### config.mk
export PLATFORM = sky130hd
export DESIGN_NAME = charger_mode_ctrl
export DESIGN_NICKNAME = d
export VERILOG_FILES = /design/src/rtl/charger_pkg.sv /design/src/rtl/pin_sync.sv /design/src/rtl/charger_mode_ctrl.sv
export SDC_FILE = /design/constraint.sdc
export NUM_CORES = 1
export LEC_CHECK = 0
export BUFFER_PORTS_ARGS = -buffer_cell sky130_fd_sc_hd__buf_2
export CAP_MARGIN = 20
export CORE_UTILIZATION = 36
export CTS_CLUSTER_SIZE = 12
export DETAILED_ROUTE_END_ITERATION = 8
export PLACE_DENSITY = 0.68
export SLEW_MARGIN = 10
export SYNTH_ARGS = -nofsm -noshare
export SYNTH_HDL_FRONTEND = slang
export SYNTH_HIERARCHICAL = 1
export SYNTH_SLANG_ARGS = --single-unit
### constraint.sdc
create_clock -name ref_clk_i -period 1.35 [get_ports ref_clk_i]
set_clock_uncertainty 0.05 [all_clocks]
set_input_delay 0.2025 -clock ref_clk_i [delete_from_list [all_inputs] [get_ports ref_clk_i]]
set_output_delay 0.2025 -clock ref_clk_i [all_outputs]
set_load 0.005 [all_outputs]
### src/rtl/charger_pkg.sv
package charger_pkg;
   localparam logic [7:0] MODE_CMD_OFFSET = 8'h12;
   localparam logic [7:0] INPUT_LIMIT_OFFSET = 8'h3F;
   localparam int MODE_INHIBIT_BIT = 0;
   localparam int MODE_RESTORE_BIT = 2;
   localparam int MODE_ZERO_BIT = 3;
   localparam int MODE_ADP_MASK_BIT = 4;
   localparam int MODE_BAT_MASK_BIT = 5;
   localparam int MODE_FAIL_MASK_BIT = 6;
   localparam int MODE_RELEARN_BIT = 8;
   localparam int MODE_HOTSTOP_BIT = 10;
   localparam logic [15:0] VOLTAGE_DEFAULT = 16'h4B00;
   localparam logic [15:0] CURRENT_DEFAULT = 16'h0080;
   localparam logic [15:0] INPUT_LIMIT_DEFAULT = 16'h0100;
   localparam logic [15:0] INPUT_LIMIT_MAX = 16'h1F80;
   localparam logic [15:0] INPUT_LIMIT_KEEP = 16'h1F80;
   localparam logic [15:0] INPUT_LIMIT_MIN = 16'h0100;
   localparam logic [15:0] MODE_USED_MASK = 16'h057D;
   localparam logic [15:0] MODE_RESET = 16'h0400;

   typedef struct packed
   {
      logic wr;
      logic [7:0] cmd;
      logic [15:0] data;
   } host_write_t;

   typedef struct packed
   {
      logic supply_fail;
      logic battery_present;
      logic adapter_present;
   } status_in_t;
endpackage

### src/rtl/pin_sync.sv
`timescale 1ns/1ps
module pin_sync
   import charger_pkg::*;
#(
   parameter int WIDTH = 1
)
(
   // clock and reset
   input wire logic ref_clk_i,
   input wire logic reset_i,
   // pins in, filtered level out
   input wire logic [WIDTH-1:0] pin_i,
   output logic [WIDTH-1:0] level_o
);
   typedef struct packed
   {
      logic [WIDTH-1:0] s1;
      logic [WIDTH-1:0] s2;
      logic [WIDTH-1:0] s3;
      logic [WIDTH-1:0] lvl;
   } sync_state_t;

   sync_state_t st_r;
   sync_state_t st_nxt;

   always_comb
   begin
      st_nxt = st_r;
      st_nxt.s1 = pin_i;
      st_nxt.s2 = st_r.s1;
      st_nxt.s3 = st_r.s2;
      // accept per bit only once stages two and three agree
      for (int i = 0; i < WIDTH; i++)
      begin
         if (st_r.s2[i] == st_r.s3[i])
         begin
            st_nxt.lvl[i] = st_r.s3[i];
         end
      end
   end

   always_ff @(posedge ref_clk_i or posedge reset_i)
   begin
      if (reset_i)
      begin
         st_r <= '0;
      end
      else
      begin
         st_r <= st_nxt;
      end
   end

   assign level_o = st_r.lvl;
endmodule

### src/rtl/charger_mode_ctrl.sv
`timescale 1ns/1ps
module charger_mode_ctrl
   import charger_pkg::*;
(
   // clock and reset
   input wire logic ref_clk_i,
   input wire logic reset_i,
   // decoded host write, pulsed when a write-word ends
   input wire host_write_t host_wr_i,
   // alarm warning and new setpoint pair events
   input wire logic alarm_set_i,
   input wire logic alarm_clear_i,
   // status pins from analog side
   input wire status_in_t status_i,
   input wire logic adapter_above_battery_voltage_i,
   input wire logic overtemp_latch_i,
   input wire logic thermistor_over_i,
   // setpoints and latches
   output logic [15:0] charge_voltage_setpoint_o,
   output logic [15:0] charge_current_setpoint_o,
   output logic [15:0] input_limit_setpoint_o,
   output logic [15:0] mode_command_o,
   output logic charge_off_latch_o,
   output logic overtemp_latch_o,
   output logic alarm_latch_o,
   // power path and regulator
   output logic system_source_switch_o,
   output logic battery_path_switch_o,
   output logic regulator_enable_o,
   // interrupt
   output logic int_n_o
);
   typedef struct packed
   {
      logic [15:0] mode;
      logic [15:0] volt;
      logic [15:0] curr;
      logic [15:0] ilim;
      logic chg_off;
      logic hot;
      logic alarm;
      status_in_t prev;
      logic src_sw;
      logic bat_sw;
      logic reg_en;
      logic int_n;
   } ctrl_state_t;

   localparam ctrl_state_t RESET_STATE = '{
      mode: MODE_RESET,
      volt: VOLTAGE_DEFAULT,
      curr: CURRENT_DEFAULT,
      ilim: INPUT_LIMIT_DEFAULT,
      chg_off: 1'b0,
      hot: 1'b0,
      alarm: 1'b0,
      prev: '0,
      src_sw: 1'b1,
      bat_sw: 1'b0,
      reg_en: 1'b0,
      int_n: 1'b1
   };

   ctrl_state_t st_r;
   ctrl_state_t st_nxt;
   status_in_t stat_s;
   logic [1:0] misc_s;
   logic adp_above;
   logic thm_hot;
   logic [15:0] ilim_req;
   logic [15:0] wdata;

   // analog comparator and status pins come from outside this clock
   pin_sync #(
      .WIDTH(5)
   ) u_sync (
      .ref_clk_i(ref_clk_i),
      .reset_i(reset_i),
      .pin_i({status_i, adapter_above_battery_voltage_i, overtemp_latch_i}),
      .level_o({stat_s, misc_s})
   );

   assign adp_above = misc_s[1];
   assign thm_hot = misc_s[0];

   always_comb
   begin
      st_nxt = st_r;
      wdata = host_wr_i.data & MODE_USED_MASK;
      ilim_req = host_wr_i.data & INPUT_LIMIT_KEEP;
      // overtemp latch: set has priority over clears
      if (!stat_s.battery_present)
      begin
         st_nxt.hot = 1'b0;
         st_nxt.alarm = 1'b0;
      end
      if (alarm_clear_i)
      begin
         st_nxt.alarm = 1'b0;
      end
      // whole word takes effect together at the end of the write
      if (host_wr_i.wr && host_wr_i.cmd == MODE_CMD_OFFSET)
      begin
         st_nxt.mode = wdata;
         st_nxt.chg_off = wdata[MODE_INHIBIT_BIT];
         if (wdata[MODE_RESTORE_BIT])
         begin
            st_nxt.volt = VOLTAGE_DEFAULT;
            st_nxt.curr = CURRENT_DEFAULT;
            st_nxt.hot = 1'b0;
            st_nxt.alarm = 1'b0;
         end
         if (wdata[MODE_ZERO_BIT])
         begin
            st_nxt.volt = '0;
            st_nxt.curr = '0;
         end
      end
      if (host_wr_i.wr && host_wr_i.cmd == INPUT_LIMIT_OFFSET)
      begin
         if (ilim_req > INPUT_LIMIT_MAX)
         begin
            st_nxt.ilim = INPUT_LIMIT_MAX;
         end
         else if (host_wr_i.data != 16'h0000 && ilim_req < INPUT_LIMIT_MIN)
         begin
            st_nxt.ilim = INPUT_LIMIT_MIN;
         end
         else
         begin
            st_nxt.ilim = ilim_req;
         end
      end
      // no battery holds power-on setpoints and the hotstop mode bit over any write, so no one-cycle glitch
      if (!stat_s.battery_present)
      begin
         st_nxt.volt = VOLTAGE_DEFAULT;
         st_nxt.curr = CURRENT_DEFAULT;
         st_nxt.ilim = INPUT_LIMIT_DEFAULT;
         st_nxt.mode[MODE_HOTSTOP_BIT] = 1'b1;
      end
      if (thm_hot && stat_s.battery_present)
      begin
         st_nxt.hot = 1'b1;
      end
      if (alarm_set_i)
      begin
         st_nxt.alarm = 1'b1;
      end
      // power path selection
      if (st_r.mode[MODE_RELEARN_BIT] || !adp_above)
      begin
         st_nxt.src_sw = 1'b1;
         st_nxt.bat_sw = 1'b0;
      end
      else
      begin
         st_nxt.src_sw = 1'b0;
         st_nxt.bat_sw = 1'b1;
      end
      st_nxt.reg_en = !st_r.chg_off && !st_r.alarm
         && !(st_r.hot && st_r.mode[MODE_HOTSTOP_BIT]);
      // edges of unmasked status bits; int_n low for one cycle per edge
      st_nxt.prev = stat_s;
      if ((stat_s.adapter_present != st_r.prev.adapter_present && !st_r.mode[MODE_ADP_MASK_BIT])
         || (stat_s.battery_present != st_r.prev.battery_present && !st_r.mode[MODE_BAT_MASK_BIT])
         || (stat_s.supply_fail != st_r.prev.supply_fail && !st_r.mode[MODE_FAIL_MASK_BIT]))
      begin
         st_nxt.int_n = 1'b0;
      end
      else
      begin
         st_nxt.int_n = 1'b1;
      end
   end

   always_ff @(posedge ref_clk_i or posedge reset_i)
   begin
      if (reset_i)
      begin
         st_r <= RESET_STATE;
      end
      else
      begin
         st_r <= st_nxt;
      end
   end

   assign charge_voltage_setpoint_o = st_r.volt;
   assign charge_current_setpoint_o = st_r.curr;
   assign input_limit_setpoint_o = st_r.ilim;
   assign mode_command_o = st_r.mode;
   assign charge_off_latch_o = st_r.chg_off;
   assign overtemp_latch_o = st_r.hot;
   assign alarm_latch_o = st_r.alarm;
   assign system_source_switch_o = st_r.src_sw;
   assign battery_path_switch_o = st_r.bat_sw;
   assign regulator_enable_o = st_r.reg_en;
   assign int_n_o = st_r.int_n;
endmodule

Word-level counts from Yosys, hierarchy flattened
Index checks and enable logic that the tools add are counted.
{"block": "op_classes", "n_addsub": 0, "mul": 0, "n_div": 0, "order_cmp": 2, "n_eq_ne": 13, "n_shift": 0, "n_mux": 16, "n_bitwise": 0, "n_reduce_logical": 22}
{"op": "two-way mux 32 bit", "n": 2}
{"op": "two-way mux 48 bit", "n": 1}
{"op": "two-way mux 43 bit", "n": 1}
{"op": "two-way mux 13 bit", "n": 2}
{"op": "two-way mux 16 bit", "n": 1}
{"op": "nonzero test 16 bit", "n": 1}
{"op": "> comparator 13 bit, second input constant", "n": 1}
{"op": "< comparator 13 x 9 -> 1 bit, second input constant", "n": 1}
{"op": "logical AND 1 bit", "n": 10}
{"op": "== test 8 x 5 -> 1 bit, second input constant", "n": 1}
{"op": "== test 8 x 6 -> 1 bit, second input constant", "n": 1}
{"op": "two-way mux 2 bit", "n": 4}
{"op": "logical NOT 1 bit", "n": 7}
{"op": "== test 1 bit", "n": 5}
{"op": "two-way mux 1 bit", "n": 5}
{"op": "!= test 2 bit, second input constant", "n": 2}
{"op": "logical OR 1 bit", "n": 3}
{"op": "!= test 1 bit", "n": 3}
{"op": "!= test 3 bit, second input constant", "n": 1}
{"op": "AND reduction 2 bit", "n": 1}
{"block": "totals", "reg_bits": 86, "latchBits": 0, "mem_bits_rw": 0, "rom_bits": 0, "wordCells": 76, "mem_count": 0}

Logic depth before layout (Yosys ltp)
Gate-level depths: netlist of the first run.
{"block": "logic_depth", "word_depth": 6, "mapped_depth": 5, "ltp_nobuf": 4}

By module
Netlist of the first run, hierarchy kept.
{"mod": "charger_mode_ctrl", "n_inst": 1, "cells_per_inst": 159, "area_each_um2": 1506.4}
{"mod": "pin_sync", "n_inst": 1, "cells_per_inst": 31, "area_each_um2": 598.1}

Worst setup path before layout of the first run
Ideal clock, no wire load.
{"block": "synth_timing", "path_kind": "in2reg", "from": "input host_wr_i[21] (netlist name)", "to": "register st_r (netlist bit alarm_latch_o)", "t_arrival_ps": 1413, "slack_ps": -234, "path_stages": 4, "cell_sequence": "or4_4 > nor4_4 > nand2_2 > a41o_1"}
{"item": "start: declaration", "line": "charger_mode_ctrl.sv:9", "source": "input wire host_write_t host_wr_i,"}
{"item": "end signal: assignment", "line": "charger_mode_ctrl.sv:185", "source": "st_r <= st_nxt;"}
{"item": "end: declaration", "line": "charger_mode_ctrl.sv:64", "source": "ctrl_state_t st_r;"}

Worst setup path after layout of the first run
{"block": "layout_timing", "from": "input host_wr_i[21] (netlist name)", "to": "register st_r (netlist bit mode_command_o[10])"}
{"block": "layout_via", "elab_chain_cells": 3}
{"item": "== test 8 x 5 -> 1 bit", "line": "charger_mode_ctrl.sv:102", "source": "if (host_wr_i.wr && host_wr_i.cmd == MODE_CMD_OFFSET)"}
{"item": "logical AND 1 bit", "line": "charger_mode_ctrl.sv:102"}
{"item": "!= test 2 bit (no line)"}
Every way passes these cells.
A chain may end at the register's enable or synchronous reset.

==> results of run 1 <==
area by class of cell:
class                   count  area, µm²
well taps                  72       90.1
fillers                   554       3190
clock inverters             3       18.8
flip-flops and latches     44       1110
multi-input cells         113        634
inverters                   5       18.8
repair buffers             74        448
clock buffers               5       68.8
stage by stage:
| step | area, µm² | total power [mW] | setup slack, ns | setup TNS [ns] | hold slack (ns) |
|---|---|---|---|---|---|
| after floorplan | 2290 | 1.73 | -0.232 | -2.18 | 0.116 |
| after global placement | 2220 | 1.73 | -0.425 | -4.87 | 0.199 |
| after detailed placement | 2220 | 1.74 | -0.463 | -5.17 | 0.197 |
| after CTS | 2380 | 2.56 | -0.000552 | -0.000552 | 0.0447 |
| after global routing | 2390 | 2.67 | -0.0357 | -0.224 | 0.0441 |
| final | 2390 | 2.52 | -0.00759 | -0.0119 | 0.0542 |
power groups by stage:
stage | sequential [mW] | clock, mW | combinational, mW
floorplan | 1.46 | 0 | 0.267
global placement | 1.48 | 0 | 0.250
detailed placement | 1.48 | 0 | 0.257
CTS | 1.46 | 0.829 | 0.274
global route | 1.47 | 0.892 | 0.311
finish | 1.45 | 0.790 | 0.272
routing by layer:
metal,part of all wire (%),wire [µm],global-route usage [%]
met1,42,1400,13.6
met2,47,1550,19.4
met3,9.0,295,3.37
met4,1.7,57,5.56
met5,0,0,0
synth_stat cells (all sizes together):
master and count:
a22o 1, nor3b 1, clkbuf 2, a41o 1
and2 1, xnor2 3, nor3 1, nand2 24
nand2b 1, or4 3, nand3 4, nand4 1
a32oi 2, o22ai 1, dfrtp 39, a211oi 1
buf 70, inv 5, a32o 1, nor2b 5
nor2 4, dfstp 5, maj3 5, nor4 4
mux2i 4, conb 1
worst max-delay path, delay by kind of cell:
family                 cells  cell delay [ns]
buffers and inverters      1             0.09
AND/OR/NAND/NOR            4             1.20
worst paths after layout:
| check | startpoint | depth (start not counted) | end | slack, ns |
|---|---|---|---|---|
| max in group asynchronous | reset_i | 4 | charge_voltage_setpoint_o[14] | 0.52 |
| hold / removal | host_wr_i[3] | 2 | charge_voltage_setpoint_o[14] | 0.05 |
| setup / recovery | host_wr_i[21] | 5 | mode_command_o[10] | -0.008 |
| min in group asynchronous | reset_i | 4 | u_sync/st_r[8] | 0.43 |
| hold reg to reg | u_sync/st_nxt[13] | 0 | u_sync/st_nxt[8] | 0.30 |
| setup reg to reg | u_sync/level_o[3] | 3 | int_n_o | 0.19 |
what timing repair did:
| item | 4_1_cts | 5_1_grt |
|---|---|---|
| hold buffers | 6 | 0 |
| hold endpoints to repair | 44 | 0 |
| setup endpoints to repair | 8 | 9 |
| pin swaps | 0 | 0 |
| gates resized for setup | 3 | 2 |
registers in the layout, indices dropped and copies added, names as in the netlist:
| signal | cells |
|---|---|
| u_sync/st_nxt | 10 |
| mode_command_o | 8 |
| input_limit_setpoint_o | 6 |
| u_sync/level_o | 5 |
| u_sync/st_r | 5 |
| st_r | 3 |
| alarm_latch_o | 1 |
| battery_path_switch_o | 1 |
| charge_voltage_setpoint_o | 1 |
| int_n_o | 1 |
| overtemp_latch_o | 1 |
| regulator_enable_o | 1 |
| system_source_switch_o | 1 |
cells by family (layout without fill, tap and decap cells):
| kind of cell | after synthesis | after routing |
|---|---|---|
| AO/OA/AOI/OAI | 7 | 7 |
| XOR/XNOR | 3 | 3 |
| adder cells (fa/ha/maj) | 5 | 5 |
| buffers and inverters | 77 | 87 |
| flip-flops | 44 | 44 |
| multiplexers | 4 | 4 |
| other | 1 | 45 |
| AND/OR/NAND/NOR | 49 | 49 |
==> qor.yml, run 1 <==
fin_ws_ns: -0.00759
fin_nets: 278
cp_cell_sequence: "buf_6 > or4_4 > or4_4 > nand2_1 > nand3_1"
htree_levels: 2
total_leakage_power_nw: 1.26
synth_compound_area_share_pct: 2.85
place.gp.congestion: 0.767
drive_gt1_share_pct: 38.5
drcViolationCount: 0
max_freq_ghz: 0.737
crit_slowest_cell: "or4_4"
start_kind: "input port"
power.switching_mw: 0.615
internal-power_mw: 1.90
drt_iter0_markers: 76
initial_core_util_pct: 37.8
placed_cells: 302
port_buffers: 59
hp-class: "input port to register"
yosysSeqAreaShare_pct: 52.6
muxShareOfSynthArea_pct: 1.90
synth_simple_gate_area_share_pct: 12.4
crit_type: "input port to register"
syn_area_mm2: 0.00210
synth.distinct_cells: 31
clk_path_buf_depth: 2
drv_slew: 0
synth_top_family_by_area: "buffers and inverters"
end_kind: "register"
postCtsSetupBuffers: 0
antenna_found_initial: 0
path_common_cell: "or4_4"
ioPinCount: 106
grt_use_total_pct: 11.6
seqPwrFrac_pct: 57.8
drtPass1Iterations: 4
rsz0062_at_grt: "true"
vias: 1278
grt_max_degree: 25
area_growth_pct: 13.4
synth_area_leader_cell: "dfrtp_1"
max_cap_violations: 0
yosys_warnings: 6
via_per_inst: 4.04
p_clk_share_pct: 31.4
overflow: 0
wl_per_cell_um: 10.4
cts_root_buf: "clkbuf_8"
violations: "negative setup slack"
dp.final_hpwl_um: 2490
max_stage_delay_ns: 0.54
yosysTopAreaCellShare_pct: 46.4
clk_latency_ns: 0.29
fin_crit_ns: 1.36
layout.cells.most_common_list: "57 x buf_2, 45 x conb_1, 39 x dfrtp_1"
grt_pass1_wl_um: 5350
cts_num_sinks: 44
core_mm2: 0.00557
cts_buffers: 5
setup_violations: 2
post-route-period-util_pct: 101
synth_xor_area_share_pct: 1.25
crit_fanout: 8
first_global_vias: 1169
crit_required_ns: 1.50
p_sw_share_pct: 24.4
peakVddDrop_mv: 0.495
clk_pin_slew_ns: 0.08
die_x_um: 78.5
status: "complete, but fails checks"
syn_inst: 190
synthAdderAreaFrac_pct: 2.68
instances_no_fill: 316
synth_area_leaders: "dfrtp_1 46%, buf_4 25%, dfstp_2 6.2%"
antenna_cells: 0
final_common_cell: "buf_2"
die_y_um: 78.5
finalWirelength_um: 3300
cts_tree: "built"
relSlewSlack_pct: 66.4
num_rows: 27
antenna_left: 0
worst_pin_slew_ns: 0.504
synth.avg_cell_area_um2: 11.1
critical_path_arrival_ns: 1.50
fp.dieArea_mm2: 0.00616
hold_viol: 0
finish.utilization_pct: 42.8
comb_power_share_pct: 10.8
synth_seq_cells: 44
p_per_area_mw_per_mm2: 1050
Note: power is estimated with default switching activity, not from simulation.
==> run 2: changes to the inputs <==
--- a/config.mk
+++ b/config.mk
@@ -11,6 +11,7 @@
 export CTS_CLUSTER_SIZE = 12
 export DETAILED_ROUTE_END_ITERATION = 8
 export PLACE_DENSITY = 0.68
+export SETUP_SLACK_MARGIN = 0.5
 export SLEW_MARGIN = 10
 export SYNTH_ARGS = -nofsm -noshare
 export SYNTH_HDL_FRONTEND = slang
==> run 2 against run 1 <==
Against the previous run:
- the flow still finishes with violations (negative setup slack)
- non-clock buffer count rose by 21
- clock power fell by 3.5%
- global-route usage rose by 1.1 points
- sequential power barely moved
- via count rose by 7.9%
- total power rose by 3.1%
- setup slack got worse by 0.035 ns
- utilization rose by 4.7 points
==> qor.yml, run 2 (synthesis results as in run 1) <==
drtPass1Iterations: 4  # unchanged
cts_tree: "built"
num_rows: 27  # unchanged
antenna_found_initial: 0  # unchanged
initial_core_util_pct: 37.8  # unchanged
p_clk_share_pct: 29.4  # -2.0 points
overflow: 0  # unchanged
endpoint: "alarm_latch_o"
final_common_cell: "buf_2"
r2r_slack_ns: 0.31  # +0.12 ns
peakVddDrop_mv: 0.600  # +21%
p_per_area_mw_per_mm2: 980  # -7.0%
die_x_um: 78.5  # unchanged
antenna_cells: 0  # unchanged
ioPinCount: 106  # unchanged
clk_latency_ns: 0.28  # about the same
internal-power_mw: 1.97  # +3.5%
worst_hold_slack_ns: 0.0633  # +0.00915 ns
drive_gt1_share_pct: 46.6  # +8.1 points
largest_reg_flops: 10  # unchanged
design_area_mm2: 0.00265  # +11%
hp-class: "input port to register"
placed_area_mm2: 0.00220  # -0.56%
start_kind: "input port"
crit_slowest_cell: "or4_4"
via_per_inst: 4.10  # +1.5%
grt_max_degree: 25  # unchanged
cts_root_buf: "clkbuf_8"
cts_buffers: 5  # unchanged
path_common_cell: "buf_6"
cts_num_sinks: 44  # unchanged
crit_path_start: "host_wr_i[21]"
p_sw_share_pct: 24.2  # -0.28 points
power.switching_mw: 0.627  # +1.9%
clk_path_buf_depth: 2  # unchanged
drv_slew: 0  # unchanged
die_y_um: 78.5  # unchanged
crit_type: "input port to register"
port_buffers: 59  # unchanged
htree_levels: 2  # unchanged
drt_iter0_markers: 75  # -1.3%
rsz0062_at_grt: "true"
status: "complete, but fails checks"
violations: "negative setup slack"
post-route-period-util_pct: 103  # +2.6 points
area_growth_pct: 25.7
clk_pin_slew_ns: 0.08  # about the same
cp_cell_sequence: "buf_6 > or4_4 > buf_6 > nor4_4 > nand2_2 > a41o_1"
antenna_left: 0  # unchanged
end_kind: "register"
finalWirelength_um: 3930  # +19%
dp.final_hpwl_um: 2560  # +2.6%
critical_path_arrival_ns: 1.52  # +0.02 ns
max_freq_ghz: 0.718  # -2.5%
finish.utilization_pct: 47.5  # +4.7 points
core_mm2: 0.00557  # unchanged
setup_violations: 6  # +4
max_stage_delay_ns: 0.53  # about the same
fin_crit_ns: 1.39  # +0.0347 ns
total_leakage_power_nw: 1.40  # +10%
crit_fanout: 4  # -4
max_cap_violations: 0  # unchanged
dp_slack_ns: -0.434  # +0.0292 ns
seqPwrFrac_pct: 55.7  # -2.1 points
worstReg2RegStart: "u_sync/level_o[3]"
layout.cells.most_common_list: "50 x buf_2, 45 x conb_1, 38 x dfrtp_1"
drcViolationCount: 0  # unchanged
r2r-end: "input_limit_setpoint_o[7]"
fin_ws_ns: -0.0423  # -0.0347 ns
grt_pass1_wl_um: 6050  # +13%
first_global_vias: 1321  # +13%
total_power_mw: 2.59  # +3.1%
crit_required_ns: 1.48  # -0.02 ns
hold_viol: 0  # unchanged
fin_nets: 299  # +7.6%
vias: 1379  # +7.9%
reg2regPathDepth: 2  # -1
comb_power_share_pct: 14.9  # +4.1 points
wl_per_cell_um: 11.7  # +12%
place.gp.congestion: 0.731  # -4.7%
fp.dieArea_mm2: 0.00616  # unchanged
grt_use_total_pct: 12.7  # +1.1 points
## run 2: what timing repair did
action / in CTS / in global routing
hold buffers: 6 / 0
pin swaps: 19 / 6
gates resized for setup: 17 / 13
setup buffers: 15 / 6
endpoints found under the hold margin: 44 / 0
endpoints found under the setup margin: 50 / 74
## run 2: worst max-delay path, delay by kind of cell
kind / cells / cell delay [ns]
buf+inv: 2 / 0.23
simple gates: 3 / 0.83
compound gates: 1 / 0.25
## run 2: layout make-up
cell class / instances / area, µm²
sequential: 44 / 1110
inverter: 5 / 18.8
multi-input combinational: 113 / 664
clock inverter: 2 / 12.5
tap: 72 / 90.1
fill: 530 / 2930
clock buffer: 5 / 68.8
timing repair buffer: 95 / 683
## run 2: routing by layer
layer,share of wire (%),global-route usage [%],wire (µm),up-vias
met1,39,14.7,1520,660
met5,0,0,0,-
met2,54,22.8,2110,65
met4,0.74,4.07,29,0
li1,-,-,-,650
met3,6.8,3.26,266,4
## run 2: power by group through the flow
stage | Sequential, mW | Combinational, mW | Clock (mW)
final | 1.44 | 0.388 | 0.762
after global placement | 1.48 | 0.249 | 0
after CTS | 1.45 | 0.366 | 0.796
after global routing | 1.46 | 0.428 | 0.859
after floorplan | 1.46 | 0.269 | 0
after detailed placement | 1.48 | 0.255 | 0
## run 2: worst min path at each step
stage	startpoint	to	slack, ns	cells past startpoint
2_1_floorplan	reset_i	u_sync/level_o[0]	0.12	1
3_3_place_gp	reset_i	u_sync/level_o[4]	0.20	3
3_5_place_dp	reset_i	u_sync/st_r[9]	0.20	3
4_1_cts	alarm_set_i	alarm_latch_o	0.05	2
5_1_grt	alarm_set_i	alarm_latch_o	0.06	2
6_report	alarm_set_i	alarm_latch_o	0.06	2
## run 2: per-stage QoR
step	setup TNS (ns)	std cells
after floorplan	-2.18	234
after global placement	-4.69	302
after detailed placement	-5.03	302
after CTS	-0.0380	330
after global routing	-0.321	336
final	-0.116	336
